==> src/hdl/imu_pkg.sv <==
// Purpose: Shared constants, types and state layouts of the IMU command and ID registers
// Assumes: 25 MHz system clock, 16-bit registers at byte address pairs
// Notes:   Durations without a printed figure are plain defaults
package imu_pkg;
   localparam logic [6:0]  ADDR_BIAS_CFG   = 7'h66;
   localparam logic [6:0]  ADDR_GLOBAL_CMD = 7'h68;
   localparam logic [6:0]  ADDR_FW_VER     = 7'h6c;
   localparam logic [6:0]  ADDR_MONTH_DAY  = 7'h6e;
   localparam logic [6:0]  ADDR_YEAR       = 7'h70;
   localparam logic [6:0]  ADDR_PRODUCT    = 7'h72;
   localparam logic [6:0]  ADDR_SERIAL     = 7'h74;
   localparam logic [6:0]  ADDR_SCR_ONE    = 7'h76;
   localparam logic [6:0]  ADDR_SCR_TWO    = 7'h78;

   localparam logic [15:0] CFG_RESET       = 16'h070a;
   localparam logic [15:0] CFG_MASK        = 16'h3f0f;
   localparam logic [3:0]  TBC_MAX         = 4'hc;
   localparam int          CFG_GYRO_LSB    = 8;
   localparam int          CFG_ACCEL_LSB   = 11;

   localparam logic [7:0]  CMD_MASK         = 8'h9f;
   localparam logic [2:0]  CMD_SW_RESET     = 3'h7;
   localparam logic [2:0]  CMD_FLASH_TEST   = 3'h4;
   localparam logic [2:0]  CMD_FLASH_UPDATE = 3'h3;
   localparam logic [2:0]  CMD_SELF_TEST    = 3'h2;
   localparam logic [2:0]  CMD_FACTORY      = 3'h1;
   localparam logic [2:0]  CMD_BIAS_UPDATE  = 3'h0;

   localparam int          CLK_HZ          = 25_000_000;
   localparam int          TB_BASE_HZ      = 2000;
   localparam int          TB_UNIT_CYCLES  = CLK_HZ / TB_BASE_HZ;
   localparam int          AVG_TB_COUNT    = 64;
   localparam int          RESET_TIME_US   = 100;
   localparam logic [11:0] RESET_RESTART_CYCLES = 12'(RESET_TIME_US * (CLK_HZ / 1_000_000));
   localparam logic [11:0] CMD_SHORT_CYCLES = 12'h010;
   localparam int          ST_SETTLE_US    = 50;
   localparam logic [10:0] ST_SETTLE_CYCLES = 11'(ST_SETTLE_US * (CLK_HZ / 1_000_000));
   localparam logic [15:0] ST_LIMIT_LO     = 16'h0100;
   localparam logic [15:0] ST_LIMIT_HI     = 16'h4000;
   localparam int          AXES            = 6;

   typedef enum logic [1:0] {IMU_IDLE, IMU_TIMED, IMU_FLASH, IMU_SELF} imu_exec_t;
   typedef enum logic [2:0] {ST_IDLE, ST_MEAS_OFF, ST_SETTLE, ST_MEAS_ON, ST_JUDGE} imu_st_phase_t;

   typedef struct packed {
      imu_exec_t   ex;
      logic [15:0] cfg;
      logic [15:0] scr1;
      logic [15:0] scr2;
      logic [7:0]  pend;
      logic        flash_op;
      logic [11:0] cnt;
      logic [15:0] resp;
      logic        resp_v;
      logic        sw_rst;
      logic        fac;
      logic        bias;
      logic        st_go;
      logic        tb_restart;
      logic        crc_fail;
      logic        st_fail;
      logic        upd_fail;
   } imu_regs_t;

   typedef struct packed {
      imu_st_phase_t ph;
      logic [95:0]   base;
      logic [10:0]   cnt;
      logic [5:0]    ok;
      logic          stim;
      logic          done;
      logic          fail;
   } imu_st_state_t;

   typedef struct packed {
      logic [25:0] cnt;
      logic [5:0]  ticks;
      logic        tick;
      logic        avg;
   } imu_tb_state_t;
endpackage

==> src/hdl/imu_st_if.sv <==
// Purpose: Start and result handshake between the register bank and the self test engine
// Assumes: Both ends on sys_clk
// Notes:   start and done are one-cycle pulses, fail is valid with done
interface imu_st_if;
   logic start;
   logic done;
   logic fail;
   modport ctl (output start, input done, input fail);
   modport eng (input start, output done, output fail);
endinterface

==> src/hdl/imu_timebase.sv <==
// Purpose: Bias estimator time base ticks and averaging window completion
// Assumes: tbc already limited to 0..12
// Notes:   Period is the unit count shifted left by tbc
module imu_timebase
   import imu_pkg::*;
#(
   parameter int unsigned TB_UNIT = TB_UNIT_CYCLES
)
(
   input  wire logic       sys_clk,
   input  wire logic       rst,
   input  wire logic       restart,
   input  wire logic [3:0] time_base_field,
   output logic            tb_tick,
   output logic            avg_done
);
   imu_tb_state_t s_reg;
   imu_tb_state_t s_next;
   logic [25:0]   period;

   assign period = 26'(TB_UNIT << time_base_field);

   always_comb
   begin
      s_next = s_reg;
      s_next.tick = 1'b0;
      s_next.avg = 1'b0;
      if (restart)
      begin
         s_next.cnt = '0;
         s_next.ticks = '0;
      end
      else if (s_reg.cnt >= period - 26'h1)
      begin
         // Compare, not equality: a shorter base chosen mid-count must not run away
         s_next.cnt = '0;
         s_next.tick = 1'b1;
         s_next.ticks = s_reg.ticks + 6'h1;
         s_next.avg = (s_reg.ticks == 6'(AVG_TB_COUNT - 1));
      end
      else
      begin
         s_next.cnt = s_reg.cnt + 26'h1;
      end
   end

   always_ff @(posedge sys_clk)
   begin
      if (rst)
         s_reg <= '0;
      else
         s_reg <= s_next;
   end

   assign tb_tick = s_reg.tick;
   assign avg_done = s_reg.avg;

   a_avg_on_tick: assert property (@(posedge sys_clk) disable iff (rst)
      avg_done |-> tb_tick) else $error("Average window ended off a time base tick");
   a_tick_single: assert property (@(posedge sys_clk) disable iff (rst)
      tb_tick && !restart |=> !tb_tick) else $error("Time base ticks back to back");
endmodule

==> src/hdl/imu_selftest.sv <==
// Purpose: Sensor self test: measure, stimulate, measure, release, judge
// Assumes: sensor_valid pulses with a fresh six-axis sample on sys_clk
// Notes:   Motion during the test can fail it falsely
module imu_selftest
   import imu_pkg::*;
(
   input  wire logic        sys_clk,
   input  wire logic        rst,
   imu_st_if.eng            st,
   input  wire logic        sensor_valid,
   input  wire logic [95:0] sensor_sample,
   output logic             stimulus_on
);
   imu_st_state_t s_reg;
   imu_st_state_t s_next;
   logic [5:0]    pass;

   for (genvar i = 0; i < AXES; i++)
   begin : g_axis
      logic signed [16:0] diff;
      logic [16:0]        mag;
      assign diff = $signed({sensor_sample[i*16+15], sensor_sample[i*16+:16]})
                  - $signed({s_reg.base[i*16+15], s_reg.base[i*16+:16]});
      assign mag = diff[16] ? 17'(-diff) : 17'(diff);
      assign pass[i] = (mag >= {1'b0, ST_LIMIT_LO}) && (mag <= {1'b0, ST_LIMIT_HI});
   end

   always_comb
   begin
      s_next = s_reg;
      s_next.done = 1'b0;
      unique case (s_reg.ph)
         ST_IDLE:
            if (st.start)
               s_next.ph = ST_MEAS_OFF;
         ST_MEAS_OFF:
            if (sensor_valid)
            begin
               s_next.base = sensor_sample;
               s_next.stim = 1'b1;
               s_next.cnt = ST_SETTLE_CYCLES;
               s_next.ph = ST_SETTLE;
            end
         ST_SETTLE:
            // Response needs time to settle before the second measurement
            if (s_reg.cnt == 11'h0)
               s_next.ph = ST_MEAS_ON;
            else
               s_next.cnt = s_reg.cnt - 11'h1;
         ST_MEAS_ON:
            if (sensor_valid)
            begin
               s_next.ok = pass;
               s_next.stim = 1'b0;
               s_next.ph = ST_JUDGE;
            end
         ST_JUDGE:
         begin
            s_next.done = 1'b1;
            s_next.fail = ~&s_reg.ok;
            s_next.ph = ST_IDLE;
         end
         default:
            s_next.ph = ST_IDLE;
      endcase
   end

   always_ff @(posedge sys_clk)
   begin
      if (rst)
         s_reg <= '0;
      else
         s_reg <= s_next;
   end

   assign stimulus_on = s_reg.stim;
   assign st.done = s_reg.done;
   assign st.fail = s_reg.fail;

   a_stim_released: assert property (@(posedge sys_clk) disable iff (rst)
      st.done |-> !stimulus_on && $past(!stimulus_on)) else $error("Result before stimulus off");
   a_stim_after_meas: assert property (@(posedge sys_clk) disable iff (rst)
      $rose(stimulus_on) |-> $past(sensor_valid)) else $error("Stimulus before first measure");
endmodule

==> src/hdl/imu_cmd_regs.sv <==
// Purpose: Bias estimator configuration, global command triggers and ID registers
// Assumes: Serial words already assembled: bit 15 write flag, 14:8 address, 7:0 data
// Notes:   A read word answers in the next cycle; words are dropped while busy
module imu_cmd_regs
   import imu_pkg::*;
#(
   parameter logic [15:0] PRODUCT_CODE     = 16'h5a5a, // Arbitrary value
   parameter logic [15:0] FW_VERSION       = 16'h0100,
   parameter logic [15:0] CONFIG_MONTH_DAY = 16'h0101,
   parameter logic [15:0] CONFIG_YEAR      = 16'h2000,
   parameter logic [15:0] LOT_SERIAL       = 16'h0001,
   parameter int unsigned TB_UNIT          = TB_UNIT_CYCLES
)
(
   input  wire logic        sys_clk,
   input  wire logic        rst,
   input  wire logic        word_valid,
   input  wire logic [15:0] word_in,
   output logic [15:0]      resp_word,
   output logic             resp_valid,
   output logic             cmd_busy,
   output logic             data_run,
   output logic             sw_reset_pulse,
   output logic             factory_restore_pulse,
   output logic             bias_update_pulse,
   output logic [2:0]       gyro_bias_en,
   output logic [2:0]       accel_bias_en,
   output logic             time_base_tick,
   output logic             avg_window_done,
   output logic             flash_req,
   output logic             flash_op,
   input  wire logic        flash_done,
   input  wire logic        flash_fail,
   output logic [47:0]      backup_image,
   input  wire logic        sensor_valid,
   input  wire logic [95:0] sensor_sample,
   output logic             stimulus_on,
   output logic             diag_crc_fail,
   output logic             diag_self_test_fail,
   output logic             diag_update_fail
);
   imu_regs_t   s_reg;
   imu_regs_t   s_next;
   imu_st_if    st_bus ();
   logic [6:0]  wr_addr;
   logic [6:0]  pair_addr;
   logic        hi_byte;
   logic [7:0]  wr_data;
   logic [15:0] rd_data;
   logic [2:0]  pick;

   assign wr_addr = word_in[14:8];
   assign pair_addr = {word_in[14:9], 1'b0};
   assign hi_byte = word_in[8];
   assign wr_data = word_in[7:0];

   // Highest set trigger bit runs first, so a reset overrides everything queued
   function automatic logic [2:0] top_bit(input logic [7:0] p);
      logic [2:0] r;
      r = 3'h0;
      for (int i = 0; i < 8; i++)
      begin
         if (p[i])
            r = 3'(i);
      end
      return r;
   endfunction

   function automatic logic [15:0] put_byte(input logic [15:0] old, input logic hi,
                                            input logic [7:0] d);
      return hi ? {d, old[7:0]} : {old[15:8], d};
   endfunction

   // Read side of every register pair
   always_comb
   begin
      unique case (pair_addr)
         ADDR_BIAS_CFG:   rd_data = s_reg.cfg;
         ADDR_GLOBAL_CMD: rd_data = 16'h0000;
         ADDR_FW_VER:     rd_data = FW_VERSION;
         ADDR_MONTH_DAY:  rd_data = CONFIG_MONTH_DAY;
         ADDR_YEAR:       rd_data = CONFIG_YEAR;
         ADDR_PRODUCT:    rd_data = PRODUCT_CODE;
         ADDR_SERIAL:     rd_data = LOT_SERIAL;
         ADDR_SCR_ONE:    rd_data = s_reg.scr1;
         ADDR_SCR_TWO:    rd_data = s_reg.scr2;
         default:         rd_data = 16'h0000;
      endcase
   end

   assign pick = top_bit(s_reg.pend);

   always_comb
   begin
      logic [15:0] cfg_new;
      cfg_new = s_reg.cfg;
      s_next = s_reg;
      s_next.resp_v = 1'b0;
      s_next.sw_rst = 1'b0;
      s_next.fac = 1'b0;
      s_next.bias = 1'b0;
      s_next.st_go = 1'b0;
      s_next.tb_restart = 1'b0;
      unique case (s_reg.ex)
         IMU_IDLE:
         begin
            if (s_reg.pend != 8'h00)
            begin
               s_next.pend[pick] = 1'b0;
               if (pick == CMD_SW_RESET)
               begin
                  // Config and scratch back to reset values, queued triggers die too; diagnostic flags keep their values
                  s_next.cfg = CFG_RESET;
                  s_next.scr1 = 16'h0000;
                  s_next.scr2 = 16'h0000;
                  s_next.pend = 8'h00;
                  s_next.sw_rst = 1'b1;
                  s_next.tb_restart = 1'b1;
                  s_next.cnt = RESET_RESTART_CYCLES;
                  s_next.ex = IMU_TIMED;
               end
               else if (pick == CMD_FLASH_TEST || pick == CMD_FLASH_UPDATE)
               begin
                  s_next.flash_op = (pick == CMD_FLASH_UPDATE);
                  s_next.ex = IMU_FLASH;
               end
               else if (pick == CMD_SELF_TEST)
               begin
                  s_next.st_go = 1'b1;
                  s_next.ex = IMU_SELF;
               end
               else
               begin
                  s_next.fac = (pick == CMD_FACTORY);
                  s_next.bias = (pick == CMD_BIAS_UPDATE);
                  s_next.cnt = CMD_SHORT_CYCLES;
                  s_next.ex = IMU_TIMED;
               end
            end
            else if (word_valid && word_in[15])
            begin
               unique case (pair_addr)
                  ADDR_BIAS_CFG:
                  begin
                     cfg_new = put_byte(s_reg.cfg, hi_byte, wr_data) & CFG_MASK;
                     if (cfg_new[3:0] > TBC_MAX)
                        cfg_new[3:0] = TBC_MAX;
                     s_next.cfg = cfg_new;
                     s_next.tb_restart = (cfg_new[3:0] != s_reg.cfg[3:0]);
                  end
                  ADDR_GLOBAL_CMD:
                     // High byte holds no triggers; the zero write that follows is harmless
                     if (!hi_byte)
                        s_next.pend = wr_data & CMD_MASK;
                  ADDR_SCR_ONE:
                     s_next.scr1 = put_byte(s_reg.scr1, hi_byte, wr_data);
                  ADDR_SCR_TWO:
                     s_next.scr2 = put_byte(s_reg.scr2, hi_byte, wr_data);
                  default:
                     s_next.pend = s_reg.pend;
               endcase
            end
            else if (word_valid)
            begin
               s_next.resp = rd_data;
               s_next.resp_v = 1'b1;
            end
         end
         IMU_TIMED:
         begin
            if (s_reg.cnt <= 12'h001)
               s_next.ex = IMU_IDLE;
            else
               s_next.cnt = s_reg.cnt - 12'h001;
         end
         IMU_FLASH:
         begin
            if (flash_done)
            begin
               if (s_reg.flash_op)
                  s_next.upd_fail = flash_fail;
               else
                  s_next.crc_fail = flash_fail;
               s_next.ex = IMU_IDLE;
            end
         end
         IMU_SELF:
         begin
            if (st_bus.done)
            begin
               s_next.st_fail = st_bus.fail;
               s_next.ex = IMU_IDLE;
            end
         end
      endcase
   end

   always_ff @(posedge sys_clk)
   begin
      if (rst)
      begin
         s_reg <= '0;
         s_reg.cfg <= CFG_RESET;
      end
      else
      begin
         s_reg <= s_next;
      end
   end

   assign st_bus.start = s_reg.st_go;

   imu_selftest u_selftest (
      .sys_clk       (sys_clk),
      .rst           (rst),
      .st            (st_bus.eng),
      .sensor_valid  (sensor_valid),
      .sensor_sample (sensor_sample),
      .stimulus_on   (stimulus_on)
   );

   imu_timebase #(
      .TB_UNIT (TB_UNIT)
   ) u_timebase (
      .sys_clk  (sys_clk),
      .rst      (rst),
      .restart  (s_reg.tb_restart),
      .time_base_field      (s_reg.cfg[3:0]),
      .tb_tick  (time_base_tick),
      .avg_done (avg_window_done)
   );

   // A queued trigger counts as busy so no word slips in before it starts
   assign cmd_busy = (s_reg.ex != IMU_IDLE) || (s_reg.pend != 8'h00);
   assign data_run = !cmd_busy;
   assign resp_word = s_reg.resp;
   assign resp_valid = s_reg.resp_v;
   assign sw_reset_pulse = s_reg.sw_rst;
   assign factory_restore_pulse = s_reg.fac;
   assign bias_update_pulse = s_reg.bias;
   assign gyro_bias_en = s_reg.cfg[CFG_GYRO_LSB+:3];
   assign accel_bias_en = s_reg.cfg[CFG_ACCEL_LSB+:3];
   assign flash_req = (s_reg.ex == IMU_FLASH);
   assign flash_op = s_reg.flash_op;
   // Serial number stays out of the image, it is not user data
   assign backup_image = {s_reg.cfg, s_reg.scr1, s_reg.scr2};
   assign diag_crc_fail = s_reg.crc_fail;
   assign diag_self_test_fail = s_reg.st_fail;
   assign diag_update_fail = s_reg.upd_fail;

   a_cfg_after_reset: assert property (@(posedge sys_clk)
      $fell(rst) |-> s_reg.cfg == 16'h070a) else $error("Config not 0x070a after reset");
   a_busy_ignores: assert property (@(posedge sys_clk) disable iff (rst)
      cmd_busy && word_valid |=> !resp_valid
      && ($stable(s_reg.scr1) || sw_reset_pulse) && ($stable(s_reg.cfg) || sw_reset_pulse))
      else $error("Serial word served while busy");
   a_cmd_reads_zero: assert property (@(posedge sys_clk) disable iff (rst)
      word_valid && !cmd_busy && !word_in[15] && pair_addr == ADDR_GLOBAL_CMD
      |=> resp_valid && resp_word == 16'h0000) else $error("Command register readable");
   a_product_fixed: assert property (@(posedge sys_clk) disable iff (rst)
      word_valid && !cmd_busy && !word_in[15] && wr_addr[6:1] == ADDR_PRODUCT[6:1]
      |=> resp_word == PRODUCT_CODE) else $error("Product code read wrong");
   a_unused_zero: assert property (@(posedge sys_clk) disable iff (rst)
      (s_reg.cfg & ~CFG_MASK) == 16'h0000 && s_reg.cfg[3:0] <= 4'hc)
      else $error("Unused config bits set or time base out of range");
   a_soft_reset: assert property (@(posedge sys_clk) disable iff (rst)
      sw_reset_pulse |-> s_reg.cfg == CFG_RESET && cmd_busy ##1 cmd_busy [*8])
      else $error("Software reset did not restore and hold busy");
   a_flash_result: assert property (@(posedge sys_clk) disable iff (rst)
      flash_req && flash_done && !flash_op |=> diag_crc_fail == $past(flash_fail) && !flash_req)
      else $error("Flash check result not reported");
endmodule

==> config.mk <==
export PLATFORM = sky130hd
export DESIGN_NAME = imu_cmd_regs
export DESIGN_NICKNAME = d
export VERILOG_FILES = /design/src/hdl/imu_pkg.sv /design/src/hdl/imu_st_if.sv /design/src/hdl/imu_timebase.sv /design/src/hdl/imu_selftest.sv /design/src/hdl/imu_cmd_regs.sv
export SDC_FILE = /design/constraint.sdc
export NUM_CORES = 1
export LEC_CHECK = 0
export ABC_AREA = 0
export BUFFER_PORTS_ARGS = -buffer_cell sky130_fd_sc_hd__buf_2
export CAP_MARGIN = 40
export CORE_UTILIZATION = 50
export DETAILED_ROUTE_END_ITERATION = 12
export PLACE_DENSITY = 0.7
export SETUP_SLACK_MARGIN = 0.2
export SYNTH_ARGS = -nofsm -noshare
export SYNTH_HDL_FRONTEND = slang
export SYNTH_SLANG_ARGS = --single-unit
==> constraint.sdc <==
create_clock -name sys_clk -period 4.3 [get_ports sys_clk]
set_input_delay 0.215 -clock sys_clk [delete_from_list [all_inputs] [get_ports sys_clk]]
set_output_delay 0.215 -clock sys_clk [all_outputs]
set_load 0.1 [all_outputs]
==> metrics.csv <==
stage,metric,value,unit
clocking,clock tree sinks,243,
run_status,status,completed,
die,Initial Utilization,0.511,
placed_design,port buffer count,195,
clocking,clock slew at reported path FFs,0.06,ns
route,First DRT Iteration DRCs,1178,
route,vias post-DR,18500,
worst_setup_path,Startpoint Class,flip-flop,
final_layout,Area Growth Syn to Fin,16.7,%
timing,Final Cycle Share,0.903,
clocking,htree depth,1,
die,Ports,202,
grt,total global routing overflow,0,
grt,largest net degree at the start of global routing,82,
final_layout,share of layout cells above drive strength 1,0.126,
route,DRC errors left,0,
logic_synthesis,yosys warns,0,
clocking,CTS root buffer,clkbuf_16,
pwr,total power draw,6.13,mW
timing,Final Max Slew Viols,0,
pwr,net switching fraction of the power,0.280,
grt,Total GRT Usage,0.243,
worst_setup_path,worst path required time,4.76,ns
timing,Hold Fails Final Rpt,0,
logic_synthesis,Cells after Synth,2543,
die,die area,38400,um2
die,die height,196,um
pwr,clock power share,0.448,
worst_setup_path,critical path class,reg2reg,
timing,Tmin final,3.88,ns
logic_synthesis,Seq cells post-synth,243,
route,drt first pass iters,5,
timing,Fin Setup TNS,0,ns
logic_synthesis,"Avg Cell Area, Syn",7.39,um2
final_layout,Nets,2996,
pwr,P_int,4.41,mW
grt,initial antenna violation count,1,
pwr,P_leak,8.59,nW
timing,maximum clock frequency,258,MHz
worst_setup_path,Worst Path Arrival,4.34,ns
grt,grt met2 use,0.432,
min_path,hold path startpoint,rst,
placed_design,GP Congestion,0.898,
worst_setup_path,r2r endpoint,u_timebase.s_reg[3],
worst_setup_path,worst reg2reg path startpoint,backup_image[33],
pwr,Reg power frac,0.370,
final_layout,"commonest non-fill, non-tap cells in the layout","nand2_1 (339), nor2_1 (245), a21oi_1 (245)",
min_path,hold path depth,2,
grt,first-pass GRT wire length,80200,um
clocking,clk buf depth,3,
min_path,hold crit path type,in2reg,
logic_synthesis,Synth cell types,95,
pwr,power density cells,279,nW/um2
pwr,Switch Pwr,1.71,mW
route,via/cell ratio,5.72,
clocking,CTS tree,done,
timing,Max Clock Skew,0.0245,ns
timing,Slew headroom,0.421,
logic_synthesis,Mapped Area,18800,um2
clocking,"Clk Latency, worst-skew pair",0.59,ns
logic_synthesis,Post-synth EDFFs,0,
worst_setup_path,Worst Path Max Fanout,9,
route,post-route antenna net violation count,0,
die,Site Rows,70,
final_layout,Filler Cell Count,3386,
worst_setup_path,worst r2r path cells,22,
die,core area,36800,um2
timing,Slew @ Worst Pin,0.869,ns
route,DR WL/cell,14.9,um
clocking,clock buffer count from CTS,30,
route,Post-Route WL,48100,um
min_path,Hold Path Sink,s_reg[38],
final_layout,"most common cell after layout, fill and taps aside",nand2_1,
grt,gr busiest metal,met2,
pwr,Peak VDD IR,0.290,mV
logic_synthesis,"top cells by area, synth","dfxtp_1 (26%), ha_1 (9.3%), nand2_1 (6.8%), a21oi_1 (6.6%), nor2_1 (4.9%)",
worst_setup_path,Crit. End Element,flip-flop,
grt,met3 usage,0.0265,
final_layout,number of flip-flops in the largest register,116,
grt,met1 GRT Util,0.309,
flow_run,Max-cap violations,0,
worst_setup_path,flop2flop setup slack,0.42,ns
logic_synthesis,area share of the largest cell type after synthesis,0.259,
timing,# setup viols final,0,
grt,number of global-route vias before repair,17200,
placed_design,dpl hpwl,34800,um
logic_synthesis,register area share after synthesis,0.259,
die,Die Width,196,um
logic_synthesis,"Top FF cell, synth",dfxtp_1,
logic_synthesis,share of flip-flops with an asynchronous set or reset,0,
pwr,Comb pwr share,0.181,
timing,RSZ-0062 raised after global routing,true,
logic_synthesis,Yosys top cell by area,dfxtp_1,
## stage by stage
step	hold slack [ns]	utilization	instances	cell area [um2]	setup WS (ns)
global route	0.0268	0.596	3225	21900	0.155
global placement	0.437	0.535	3060	19700	0.404
finish	0.0264	0.596	3225	21900	0.419
CTS	0.00787	0.593	3220	21800	0.222
detailed placement	0.445	0.536	3063	19700	0.240
floorplan	0.351	-	2548	18800	0.203
## metal layers
layer | wire [um] | part of all wire
met2 | 23200 | 0.48
met5 | 0 | 0
met3 | 2130 | 0.044
met1 | 21600 | 0.45
met4 | 1100 | 0.023
## area by class of cell
type	count	area [um2]	share of cell area
Inverter	169	634	0.0289
Clock buffer	41	862	0.0393
Clock inverter	14	219	0.00998
Timing Repair Buffer	325	2240	0.102
Multi-Input combinational cell	1964	12500	0.571
Antenna cell	1	2.50	0.000114
Tap cell	468	586	0.0267
Sequential cell	243	4860	0.222
## Yosys cell counts, types with 14 or more instances
cell      count
mux2i_1      25
buf_4        70
nand2b_1     18
nor2_1      247
nand4_1      24
o21ai_0      88
or3_1        19
and3_1       23
a21oi_1     249
xor2_1       50
or2_2        19
a31oi_1      23
a21o_1       43
nor2b_1      29
ha_1        139
o211ai_1     21
o21a_1       28
and2_1       19
nor4_1       14
nor3_1       69
nand2_1     340
clkbuf_1     97
o31ai_1      16
nand3_1      68
a22oi_1      65
xnor2_1      83
dfxtp_1     243
inv_1       165
a211oi_1     26
## cell families after synthesis
logic type / synth area share
simple gates: 0.234
compound gates: 0.248
buf+inv: 0.0821
flops: 0.259
fa+ha+maj: 0.0989
xor+xnor: 0.0620
mux: 0.0163
other cells: 0.000199
## critical path: stages (launching register included)
cell and delay, ns:
dfxtp_1 0.32, buf_4 0.18, ha_1 0.21, a21oi_2 0.18, a21oi_1 0.11, a311o_1 0.37, nor2_4 0.14, nand2_2 0.11
nor2_4 0.13, nand2_1 0.07, xnor2_1 0.12, o211a_1 0.22, a21oi_2 0.13, ha_1 0.26, nand2_1 0.11, nor3_2 0.06
nand2_1 0.06, o211ai_1 0.09, a31o_2 0.24, a21oi_4 0.25, buf_4 0.17, mux2i_1 0.17, nor2_1 0.05
## timing repair
item | 4_1_cts | 5_1_grt
hold endpoints to repair | 114 | 0
resized for setup | 0 | 21
setup endpoints to repair | 0 | 37
buffers inserted | 0 | 4
hold buffers | 102 | 0
## power by group through the flow
stage          Sequential, mW  Clock, mW  Combinational [mW]
2_1_floorplan            2.32          0               0.778
3_3_place_gp             2.32          0               0.988
3_5_place_dp             2.32          0                1.02
4_1_cts                  2.27       2.81                1.09
5_1_grt                  2.27       2.89                1.23
6_report                 2.27       2.75                1.11
## how the worst max path moves through the flow
stage	depth (start not counted)	end	slack, ns	from
finish	22	u_timebase.s_reg[3]	0.42	backup_image[33]
global route	22	u_timebase.s_reg[28]	0.16	backup_image[33]
CTS	23	u_timebase.s_reg[17]	0.22	backup_image[33]
detailed placement	23	u_timebase.s_reg[17]	0.24	backup_image[33]
global placement	23	u_timebase.s_reg[31]	0.40	backup_image[32]
floorplan	24	u_timebase.s_reg[15]	0.20	backup_image[32]
(Power assumes the default switching activity.)
